[src/hdl/ppcs_consts.vh]
// Constants for the port PHY control/status register pair.
// Assumes byte addressing of 16-bit registers at even offsets.
`ifndef PPCS_CONSTS_VH
`define PPCS_CONSTS_VH

`define PPCS_ADDR_W 8
`define PPCS_DATA_W 16

// Register byte addresses
`define PPCS_OFF_BASIC_CTRL 8'he0
`define PPCS_OFF_BASIC_STAT 8'he2
`define PPCS_OFF_ADVERTISE 8'hec
`define PPCS_OFF_PARTNER 8'hee
`define PPCS_OFF_CONTROL 8'hf6
`define PPCS_OFF_STATUS 8'hf8
`define PPCS_OFF_RSVD_LO 8'hfa
`define PPCS_OFF_RSVD_HI 8'hff

// Control register fields
`define PPCS_CR_LED_OFF 15
`define PPCS_CR_TX_DIS 14
`define PPCS_CR_RESTART 13
`define PPCS_CR_RSVD12 12
`define PPCS_CR_RSVD11 11
`define PPCS_CR_MDIX_DIS 10
`define PPCS_CR_FORCE_MDI 9
`define PPCS_CR_RSVD8 8
`define PPCS_CR_AN_EN 7
`define PPCS_CR_SPEED 6
`define PPCS_CR_DUPLEX 5
`define PPCS_CR_ABIL_HI 4

// Basic control mirror fields
`define PPCS_BC_LED_OFF 0
`define PPCS_BC_TX_DIS 1
`define PPCS_BC_MDIX_DIS 3
`define PPCS_BC_FORCE_MDI 4
`define PPCS_BC_VARIANT 5
`define PPCS_BC_DUPLEX 8
`define PPCS_BC_RESTART 9
`define PPCS_BC_AN_EN 12
`define PPCS_BC_SPEED 13

// Status register fields
`define PPCS_SR_VARIANT 15
`define PPCS_SR_POL_REV 13
`define PPCS_SR_SPEED 10
`define PPCS_SR_DUPLEX 9
`define PPCS_SR_MDI 7
`define PPCS_SR_AN_DONE 6
`define PPCS_SR_LINK 5

// Basic status mirror fields
`define PPCS_BS_AN_DONE 5
`define PPCS_BS_LINK 2

// Ability bit positions in advertisement/partner layout
`define PPCS_AB_PAUSE 10
`define PPCS_AB_100F 8
`define PPCS_AB_100H 7
`define PPCS_AB_10F 6
`define PPCS_AB_10H 5
`define PPCS_ADV_RSVD9 9
`define PPCS_SELECTOR 5'h01

// Reset values and the blanked LED pattern
`define PPCS_RST_ABIL 5'h1f
`define PPCS_RST_AN_EN 1'h1
`define PPCS_RST_SPEED 1'h1
`define PPCS_RST_DUPLEX 1'h1
`define PPCS_RST_VARIANT 1'h1
`define PPCS_LED_BLANK 4'hf

`endif

[src/hdl/ppcs_port_regs.v]
// Per-port PHY control and status registers with their standard-register mirrors.
// Assumes PHY status inputs are synchronous to clk_sys_i; the PHY core acts on the control outputs.
`timescale 1ns/10ps
`include "ppcs_consts.vh"

module ppcs_port_regs #(
  parameter ADDR_W = `PPCS_ADDR_W,
  parameter DATA_W = `PPCS_DATA_W
) (
  // Clock and reset
  input wire clk_sys_i,
  input wire reset_i,
  // Register port
  input wire [ADDR_W-1:0] reg_addr_i,
  input wire [DATA_W-1:0] reg_wdata_i,
  input wire reg_wr_i,
  input wire reg_rd_i,
  output reg [DATA_W-1:0] reg_rdata_o,
  // Status from the PHY core
  input wire phy_pol_rev_i,
  input wire phy_speed_100_i,
  input wire phy_full_duplex_i,
  input wire phy_mdi_i,
  input wire phy_an_done_i,
  input wire phy_link_good_i,
  input wire [4:0] phy_partner_abil_i,
  input wire [3:0] led_normal_i,
  // Control to the PHY core and pins
  output wire [3:0] port_led_out_o,
  output wire tx_disable_o,
  output reg an_restart_o,
  output wire an_enable_o,
  output wire force_speed_100_o,
  output wire force_full_duplex_o,
  output wire mdix_auto_disable_o,
  output wire force_mdi_o,
  output wire crossover_variant_select_o,
  output wire [4:0] advertise_abil_o
);

  reg led_off_reg;
  reg tx_dis_reg;
  reg restart_reg;
  reg [2:0] rsvd_ctrl_reg;
  reg mdix_dis_reg;
  reg force_mdi_reg;
  reg an_en_reg;
  reg speed_reg;
  reg duplex_reg;
  reg variant_reg;
  reg [4:0] adv_reg;
  reg adv_rsvd9_reg;
  // Next values of the stored fields
  reg led_off_next;
  reg tx_dis_next;
  reg restart_next;
  reg [2:0] rsvd_ctrl_next;
  reg mdix_dis_next;
  reg force_mdi_next;
  reg an_en_next;
  reg speed_next;
  reg duplex_next;
  reg variant_next;
  reg [4:0] adv_next;
  reg adv_rsvd9_next;
  reg [DATA_W-1:0] rd_next;

  wire wr_ctrl = reg_wr_i && (reg_addr_i == `PPCS_OFF_CONTROL);
  wire wr_bctl = reg_wr_i && (reg_addr_i == `PPCS_OFF_BASIC_CTRL);
  wire wr_adv = reg_wr_i && (reg_addr_i == `PPCS_OFF_ADVERTISE);
  wire wr_stat = reg_wr_i && (reg_addr_i == `PPCS_OFF_STATUS);
  // Reserved window after the status register
  wire rd_rsvd = (reg_addr_i >= `PPCS_OFF_RSVD_LO) && (reg_addr_i <= `PPCS_OFF_RSVD_HI);

  // Next values; a write through either alias lands in the same flop
  always @* begin
    led_off_next = led_off_reg;
    tx_dis_next = tx_dis_reg;
    // The restart request is consumed one cycle after it is written
    restart_next = 1'h0;
    rsvd_ctrl_next = rsvd_ctrl_reg;
    mdix_dis_next = mdix_dis_reg;
    force_mdi_next = force_mdi_reg;
    an_en_next = an_en_reg;
    speed_next = speed_reg;
    duplex_next = duplex_reg;
    variant_next = variant_reg;
    adv_next = adv_reg;
    adv_rsvd9_next = adv_rsvd9_reg;
    if (wr_ctrl) begin
      led_off_next = reg_wdata_i[`PPCS_CR_LED_OFF];
      tx_dis_next = reg_wdata_i[`PPCS_CR_TX_DIS];
      restart_next = reg_wdata_i[`PPCS_CR_RESTART];
      rsvd_ctrl_next[2] = reg_wdata_i[`PPCS_CR_RSVD12];
      rsvd_ctrl_next[1] = reg_wdata_i[`PPCS_CR_RSVD11];
      rsvd_ctrl_next[0] = reg_wdata_i[`PPCS_CR_RSVD8];
      mdix_dis_next = reg_wdata_i[`PPCS_CR_MDIX_DIS];
      force_mdi_next = reg_wdata_i[`PPCS_CR_FORCE_MDI];
      an_en_next = reg_wdata_i[`PPCS_CR_AN_EN];
      speed_next = reg_wdata_i[`PPCS_CR_SPEED];
      duplex_next = reg_wdata_i[`PPCS_CR_DUPLEX];
      adv_next = reg_wdata_i[`PPCS_CR_ABIL_HI:0];
    end
    if (wr_bctl) begin
      led_off_next = reg_wdata_i[`PPCS_BC_LED_OFF];
      tx_dis_next = reg_wdata_i[`PPCS_BC_TX_DIS];
      restart_next = reg_wdata_i[`PPCS_BC_RESTART];
      mdix_dis_next = reg_wdata_i[`PPCS_BC_MDIX_DIS];
      force_mdi_next = reg_wdata_i[`PPCS_BC_FORCE_MDI];
      variant_next = reg_wdata_i[`PPCS_BC_VARIANT];
      an_en_next = reg_wdata_i[`PPCS_BC_AN_EN];
      speed_next = reg_wdata_i[`PPCS_BC_SPEED];
      duplex_next = reg_wdata_i[`PPCS_BC_DUPLEX];
    end
    if (wr_adv) begin
      adv_next[4] = reg_wdata_i[`PPCS_AB_PAUSE];
      adv_next[3] = reg_wdata_i[`PPCS_AB_100F];
      adv_next[2] = reg_wdata_i[`PPCS_AB_100H];
      adv_next[1] = reg_wdata_i[`PPCS_AB_10F];
      adv_next[0] = reg_wdata_i[`PPCS_AB_10H];
      adv_rsvd9_next = reg_wdata_i[`PPCS_ADV_RSVD9];
    end
    if (wr_stat) begin
      variant_next = reg_wdata_i[`PPCS_SR_VARIANT];
    end
  end

  // One flop per field, so each reset value sits beside its register
  always @(posedge clk_sys_i) begin
    if (reset_i) begin
      led_off_reg <= 1'h0;
    end else begin
      led_off_reg <= led_off_next;
    end
  end

  always @(posedge clk_sys_i) begin
    if (reset_i) begin
      tx_dis_reg <= 1'h0;
    end else begin
      tx_dis_reg <= tx_dis_next;
    end
  end

  always @(posedge clk_sys_i) begin
    if (reset_i) begin
      restart_reg <= 1'h0;
    end else begin
      restart_reg <= restart_next;
    end
  end

  // Reserved bits only store; nothing in the PHY core reads them
  always @(posedge clk_sys_i) begin
    if (reset_i) begin
      rsvd_ctrl_reg <= 3'h0;
    end else begin
      rsvd_ctrl_reg <= rsvd_ctrl_next;
    end
  end

  always @(posedge clk_sys_i) begin
    if (reset_i) begin
      mdix_dis_reg <= 1'h0;
    end else begin
      mdix_dis_reg <= mdix_dis_next;
    end
  end

  always @(posedge clk_sys_i) begin
    if (reset_i) begin
      force_mdi_reg <= 1'h0;
    end else begin
      force_mdi_reg <= force_mdi_next;
    end
  end

  // Negotiation on by default, so a cable link comes up untouched
  always @(posedge clk_sys_i) begin
    if (reset_i) begin
      an_en_reg <= `PPCS_RST_AN_EN;
    end else begin
      an_en_reg <= an_en_next;
    end
  end

  always @(posedge clk_sys_i) begin
    if (reset_i) begin
      speed_reg <= `PPCS_RST_SPEED;
    end else begin
      speed_reg <= speed_next;
    end
  end

  always @(posedge clk_sys_i) begin
    if (reset_i) begin
      duplex_reg <= `PPCS_RST_DUPLEX;
    end else begin
      duplex_reg <= duplex_next;
    end
  end

  // Shared by status bit 15 and basic control bit 5
  always @(posedge clk_sys_i) begin
    if (reset_i) begin
      variant_reg <= `PPCS_RST_VARIANT;
    end else begin
      variant_reg <= variant_next;
    end
  end

  // All abilities advertised after reset
  always @(posedge clk_sys_i) begin
    if (reset_i) begin
      adv_reg <= `PPCS_RST_ABIL;
    end else begin
      adv_reg <= adv_next;
    end
  end

  always @(posedge clk_sys_i) begin
    if (reset_i) begin
      adv_rsvd9_reg <= 1'h0;
    end else begin
      adv_rsvd9_reg <= adv_rsvd9_next;
    end
  end

  // Restart pulse to the PHY core, two cycles after the write
  always @(posedge clk_sys_i) begin
    if (reset_i) begin
      an_restart_o <= 1'h0;
    end else begin
      an_restart_o <= restart_reg;
    end
  end

  // LED pins idle high when blanked
  assign port_led_out_o = led_off_reg ? `PPCS_LED_BLANK : led_normal_i;
  assign tx_disable_o = tx_dis_reg;
  assign mdix_auto_disable_o = mdix_dis_reg;
  // Forced wiring only matters while auto crossover is off
  assign force_mdi_o = mdix_dis_reg & force_mdi_reg;
  assign an_enable_o = an_en_reg;
  assign force_speed_100_o = speed_reg;
  // Duplex fallback also used when negotiation fails; PHY core decides when
  assign force_full_duplex_o = duplex_reg;
  assign advertise_abil_o = adv_reg;
  assign crossover_variant_select_o = variant_reg;

  // Read mux; unmapped and reserved addresses read zero
  always @* begin
    rd_next = 16'h0000;
    case (reg_addr_i)
      `PPCS_OFF_CONTROL: begin
        rd_next[`PPCS_CR_LED_OFF] = led_off_reg;
        rd_next[`PPCS_CR_TX_DIS] = tx_dis_reg;
        rd_next[`PPCS_CR_RESTART] = restart_reg;
        rd_next[`PPCS_CR_RSVD12] = rsvd_ctrl_reg[2];
        rd_next[`PPCS_CR_RSVD11] = rsvd_ctrl_reg[1];
        rd_next[`PPCS_CR_RSVD8] = rsvd_ctrl_reg[0];
        rd_next[`PPCS_CR_MDIX_DIS] = mdix_dis_reg;
        rd_next[`PPCS_CR_FORCE_MDI] = force_mdi_reg;
        rd_next[`PPCS_CR_AN_EN] = an_en_reg;
        rd_next[`PPCS_CR_SPEED] = speed_reg;
        rd_next[`PPCS_CR_DUPLEX] = duplex_reg;
        rd_next[4:0] = adv_reg;
      end
      `PPCS_OFF_BASIC_CTRL: begin
        rd_next[`PPCS_BC_LED_OFF] = led_off_reg;
        rd_next[`PPCS_BC_TX_DIS] = tx_dis_reg;
        rd_next[`PPCS_BC_MDIX_DIS] = mdix_dis_reg;
        rd_next[`PPCS_BC_FORCE_MDI] = force_mdi_reg;
        rd_next[`PPCS_BC_VARIANT] = variant_reg;
        rd_next[`PPCS_BC_DUPLEX] = duplex_reg;
        rd_next[`PPCS_BC_RESTART] = restart_reg;
        rd_next[`PPCS_BC_AN_EN] = an_en_reg;
        rd_next[`PPCS_BC_SPEED] = speed_reg;
      end
      `PPCS_OFF_ADVERTISE: begin
        rd_next[`PPCS_AB_PAUSE] = adv_reg[4];
        rd_next[`PPCS_ADV_RSVD9] = adv_rsvd9_reg;
        rd_next[`PPCS_AB_100F] = adv_reg[3];
        rd_next[`PPCS_AB_100H] = adv_reg[2];
        rd_next[`PPCS_AB_10F] = adv_reg[1];
        rd_next[`PPCS_AB_10H] = adv_reg[0];
        rd_next[4:0] = `PPCS_SELECTOR;
      end
      `PPCS_OFF_PARTNER: begin
        rd_next[`PPCS_AB_PAUSE] = phy_partner_abil_i[4];
        rd_next[`PPCS_AB_100F] = phy_partner_abil_i[3];
        rd_next[`PPCS_AB_100H] = phy_partner_abil_i[2];
        rd_next[`PPCS_AB_10F] = phy_partner_abil_i[1];
        rd_next[`PPCS_AB_10H] = phy_partner_abil_i[0];
        rd_next[4:0] = `PPCS_SELECTOR;
      end
      `PPCS_OFF_BASIC_STAT: begin
        rd_next[`PPCS_BS_AN_DONE] = phy_an_done_i;
        rd_next[`PPCS_BS_LINK] = phy_link_good_i;
      end
      `PPCS_OFF_STATUS: begin
        rd_next[`PPCS_SR_VARIANT] = variant_reg;
        rd_next[`PPCS_SR_POL_REV] = phy_pol_rev_i;
        rd_next[`PPCS_SR_SPEED] = phy_speed_100_i;
        rd_next[`PPCS_SR_DUPLEX] = phy_full_duplex_i;
        rd_next[`PPCS_SR_MDI] = phy_mdi_i;
        rd_next[`PPCS_SR_AN_DONE] = phy_an_done_i;
        rd_next[`PPCS_SR_LINK] = phy_link_good_i;
        rd_next[4:0] = phy_partner_abil_i;
      end
      default: begin
        // Includes the reserved block after the status register
        rd_next = 16'h0000;
      end
    endcase
  end

  // Read data valid only in the cycle after the read strobe
  always @(posedge clk_sys_i) begin
    if (reset_i) begin
      reg_rdata_o <= 16'h0000;
    end else if (reg_rd_i && !rd_rsvd) begin
      reg_rdata_o <= rd_next;
    end else begin
      reg_rdata_o <= 16'h0000;
    end
  end

endmodule // ppcs_port_regs

[config.mk]
export PLATFORM = sky130hd
export DESIGN_NAME = ppcs_port_regs
export DESIGN_NICKNAME = d
export VERILOG_FILES = /design/src/hdl/ppcs_port_regs.v
export VERILOG_INCLUDE_DIRS = /design/src /design/src/hdl
export SDC_FILE = /design/constraint.sdc
export NUM_CORES = 1
export LEC_CHECK = 0
export BUFFER_PORTS_ARGS = -buffer_cell sky130_fd_sc_hd__buf_2
export CAP_MARGIN = 20
export CORE_ASPECT_RATIO = 0.9
export CORE_MARGIN = 2
export CORE_UTILIZATION = 40
export CTS_CLUSTER_DIAMETER = 40
export CTS_CLUSTER_SIZE = 40
export DETAILED_ROUTE_END_ITERATION = 7
export PLACE_DENSITY = 0.71
export SETUP_SLACK_MARGIN = 0.15
export SYNTH_ARGS = -nofsm -noshare
export SYNTH_HDL_FRONTEND = slang
export SYNTH_SLANG_ARGS = --single-unit
[constraint.sdc]
create_clock -name clk_sys_i -period 1.7 [get_ports clk_sys_i]
set_clock_uncertainty 0.2 [all_clocks]
set_input_delay 0.085 -clock clk_sys_i [delete_from_list [all_inputs] [get_ports clk_sys_i]]
set_output_delay 0.085 -clock clk_sys_i [all_outputs]
set_load 0.01 [all_outputs]
### Word level (Yosys, flattened, before mapping)

Cells that the tools add are included.

* logic and storage cells: 71
* flip-flop bits (word level): 35
* input port bits: 43
* output and inout bits: 33

* order comparisons: 2
* bitwise operators: 3
* eq/ne operators: 6
* reductions and logical operators: 13
* muxes and demuxes: 32

Operators with widths (count)
* $eq A8 B8 Y1 const B: 6
* $mux W1: 18
* $pmux W2 S4: 2
* $pmux W1 S4: 3
* $mux W5: 2
* $ge A8 B8 Y1 const B: 1
* $le A8 B8 Y1 const B: 1
* $logic_and A1 B1 Y1: 6
* $pmux W1 S3: 2
* $pmux W1 S6: 1
* $pmux W2 S3: 1
* $reduce_bool A2 Y1: 3
* $mux W4: 1
* $pmux W1 S2: 2
* $reduce_or A2 Y1: 2
* $reduce_or A3 Y1: 1
* $not A1 Y1: 2
* $and A1 B1 Y1: 1
* $logic_not A1 Y1: 1

### Depth between registers and ports, before layout

* depth in word-level cells: 6
* mapped depth: 7
* depth with buffers taken out: 4

### Least setup slack after synthesis

Ideal clock, no wire load.

* path type: input-to-reg
* from: input port reg_addr_i[4]
* to: register mdix_dis_reg, in the netlist mdix_auto_disable_o
* library setup time: 0.079 ns
* data required time: 1.421 ns
* arrival: 1.442 ns
* buffers on the path: 2
* path slack: -0.022 ns
* stages on the path: 6
* path through: buf_2 -> or3_4 -> a2111oi_4 -> buf_6 -> nor2_1 -> a211oi_2

* cells in the longest elaborated chain, start to end: 3
* elaborated cells between the ends (all ways): 6
* those cells by class: 2 x eq/ne; 1 x mux; 3 x reduce/logical

Ends and longest elaborated chain
* start: declaration: line ppcs_port_regs.v:14 `input wire [ADDR_W-1:0] reg_addr_i,`
* $eq A8 B8 Y1
* $logic_and A1 B1 Y1, on equally long branches: line ppcs_port_regs.v:69, ppcs_port_regs.v:68
* $mux W1 or $reduce_bool A2 Y1 (tied branches)
* end signal: assignment: line ppcs_port_regs.v:166 `mdix_dis_reg <= mdix_dis_next;`
* end: declaration: line ppcs_port_regs.v:45 `reg mdix_dis_reg;`

Parallel ways exist; a longest one is shown, timed or not.
A chain may end at the register's enable or synchronous reset.

### Final worst setup path

* from: input port reset_i
* to: register reg_rdata_o[8]

* cells in the longest elaborated chain, start to end: 1

Ends and longest elaborated chain
* start: declaration: line ppcs_port_regs.v:12 `input wire reset_i,`
* $reduce_or A2 Y1 (no line)
* end signal: assignment: line ppcs_port_regs.v:323 `reg_rdata_o <= rd_next;`
* end: declaration: line ppcs_port_regs.v:18 `output reg [DATA_W-1:0] reg_rdata_o,`

Every way passes these cells.

==> out/qor.txt <==
Worst EP required = 1.71 ns
Cells after Synth = 215
Inserted Clock Buffers = 5
RePlAce Congestion = 0.904
fin crit period = 1.49 ns
Vias/cell = 5.31
CTS Sinks = 35
outcome = completed
Worst-path clk slew = 0.07 ns
Max-slew headroom = 70.5%
final core utilization = 63.9%
setup violators final = 0
Total Wirelength = 6.02 mm
worst skew pair latency = 0.29 ns
port bufs = 75
grt ovf = 0
CP bufs+invs = 4
Initial DRC Count = 148
area share of the largest cell type after synthesis = 37.3%
Pint = 0.00126 W
commonest cells after routing, fill and taps aside = buf_2, dfxtp_1, buf_4
gr usage total = 23.4%
FF+latch count, synth = 35
routed len/inst = 15.1 um
Post-synth top flop = dfxtp_1
core area = 4490 um2
Syn Area/Cell = 8.75 um2
CP Cell Sequence = dlygate4sd3_1 -> buf_2 -> inv_1 -> o311ai_0 -> buf_4 -> or2_4 -> a21oi_1
post-synth cell types = 48
Largest register FFs = 16
initial antenna violation count = 0
Slew Limit Fails = 0
Arrival @ worst endpoint = 1.51 ns
post-CTS setup buffer count = 0
first-pass GRT wire length = 9.95 mm
Worst Hold Class = in2reg
maximum fanout along the worst path = 5
yosys warns = 0
Nets = 380
maximum achievable frequency = 671 MHz
critical path's largest stage delay = 0.54 ns
Peak VDD IR = 489 uV
FF-to-FF Start = led_off_reg
P per Cell Area = 593 nW/um2
crit-path leading delay family = buffers and inverters
routed via count = 2124
CP Capture Type = register
Die W = 76.3 um
Initial DRT Pass Iterations = 4
# rows = 23
unrepaired setup endpoints after global routing = no
commonest non-fill, non-tap cell in the layout = buf_2
Antenna Nets Post-Route = 0
sequential area share after synthesis = 37.3%
Synthesized Nets = 258
Clock Tree Buf Depth = 2
diode count = 0
# IOs = 76
Comb power frac = 16.7%
total power = 0.00170 W
Sequential Power Share = 48.3%
CP max-delay cell = dlygate4sd3_1
CTS tree = done
vias in the first global route = 2060
largest net degree at the start of global routing = 20
Die Ht = 69.1 um
leading area contributor after synthesis = dfxtp_1
sw frac = 26.0%
htree depth = 2
clock root cell = clkbuf_8
starting density of the core = 41.9%
Post-synth EDFFs = 0
Net Switching = 0.000442 W
total die area = 5270 um2
actual transition at the worst max-transition pin = 0.441 ns
DPL Wire Length = 4.50 mm
period utilization = 87.7%
Leakage = 1.28 nW
drc violations = 0
Worst Hold Launch = reg_wdata_i[14]
Critical Path Source Type = input port
share of cells above drive strength 1 = 42.6%
Crit Path Category = in2reg
Worst Setup SP = reset_i
asr flop ratio synth = 0%
Max Cap Violations = 0
synthesis-to-finish area growth = 52.6%
ranking of synthesized cells by area = dfxtp_1, mux2i_1, nor2_1
hold violation count in the final report = 0
synthesized area = 1880 um2
Clk pwr share = 35.0%
layout make-up:
| class | count | area, um2 |
|---|---|---|
| multi-input combinational | 160 | 1140 |
| fill | 407 | 1620 |
| sequential | 35 | 702 |
| clock buffer | 6 | 72.6 |
| timing repair buffer | 131 | 853 |
| tap | 62 | 77.6 |
| clock inverter | 2 | 12.5 |
| inverter | 4 | 15.0 |
through the flow:
stage	cell area [um2]	setup TNS (ns)	cells	setup WS [ns]	hold slack (ns)
floorplan	1920	0	215	0.0746	-0.00213
global placement	2540	0	369	0.00544	0.127
detailed placement	2540	-0.0830	369	-0.0272	0.130
CTS	2850	0	400	0.153	0.0132
global route	2870	0	400	0.163	0.0357
finish	2870	0	400	0.209	0.0165
repair_timing:
action                                  CTS  global route
resized for setup                         0             6
endpoints found under the setup margin    0             8
hold endpoints to repair                 19             0
hold buffers                             23             0
power by group through the flow:
| stage | clock (W) | sequential [W] | combinational, W |
|---|---|---|---|
| floorplan | 0 | 0.000842 | 0.000121 |
| global placement | 0 | 0.000841 | 0.000232 |
| detailed placement | 0 | 0.000841 | 0.000236 |
| CTS | 0.000597 | 0.000822 | 0.000276 |
| global route | 0.000644 | 0.000822 | 0.000307 |
| finish | 0.000595 | 0.000822 | 0.000284 |
synth_stat cells (all sizes together) (2+ instances only):
master / count
mux2i: 10
a32oi: 2
a21oi: 15
inv: 4
mux2: 6
a22o: 7
nand2: 12
nor2: 21
a211o: 3
a22oi: 7
a211oi: 5
o211ai: 2
nand3: 12
or2: 7
a21boi: 2
and2: 4
or3b: 2
dfxtp: 35
buf: 4
nor3: 6
a32o: 2
nand4b: 2
and3: 5
nor3b: 2
nor2b: 4
clkbuf: 12
o21ai: 6
per-layer routing:
| layer | up-vias | GRT usage (%) | wire length, um |
|---|---|---|---|
| li1 | 1030 | - | - |
| met1 | 1006 | 30.0 | 2680 |
| met2 | 78 | 38.5 | 2840 |
| met3 | 10 | 5.50 | 418 |
| met4 | 0 | 7.88 | 87 |
| met5 | - | 0 | 0 |
cell families after synthesis:
logic type             after synthesis  synth area share (%)
AOI/OAI and AO/OA                   58                  23.6
buffers and inverters               20                  5.06
DFF                                 35                  37.3
muxes                               16                  8.92
and+or+nand+nor                     86                  25.2
worst reg2reg max path, delay by kind of cell, from the launching register on:
| family | cells | cell delay, ns |
|---|---|---|
| compound gates | 3 | 0.38 |
| flops | 1 | 0.34 |
| simple gates | 1 | 0.45 |
worst paths after layout:
check / depth (start not counted) / to / slack, ns
hold reg to reg: 1 / reg_rdata_o[11] / 0.26
setup / recovery: 7 / reg_rdata_o[8] / 0.21
setup reg to reg: 4 / reg_rdata_o[0] / 0.25
hold / removal: 3 / tx_disable_o / 0.02
Note: power is estimated with default switching activity, not from simulation.
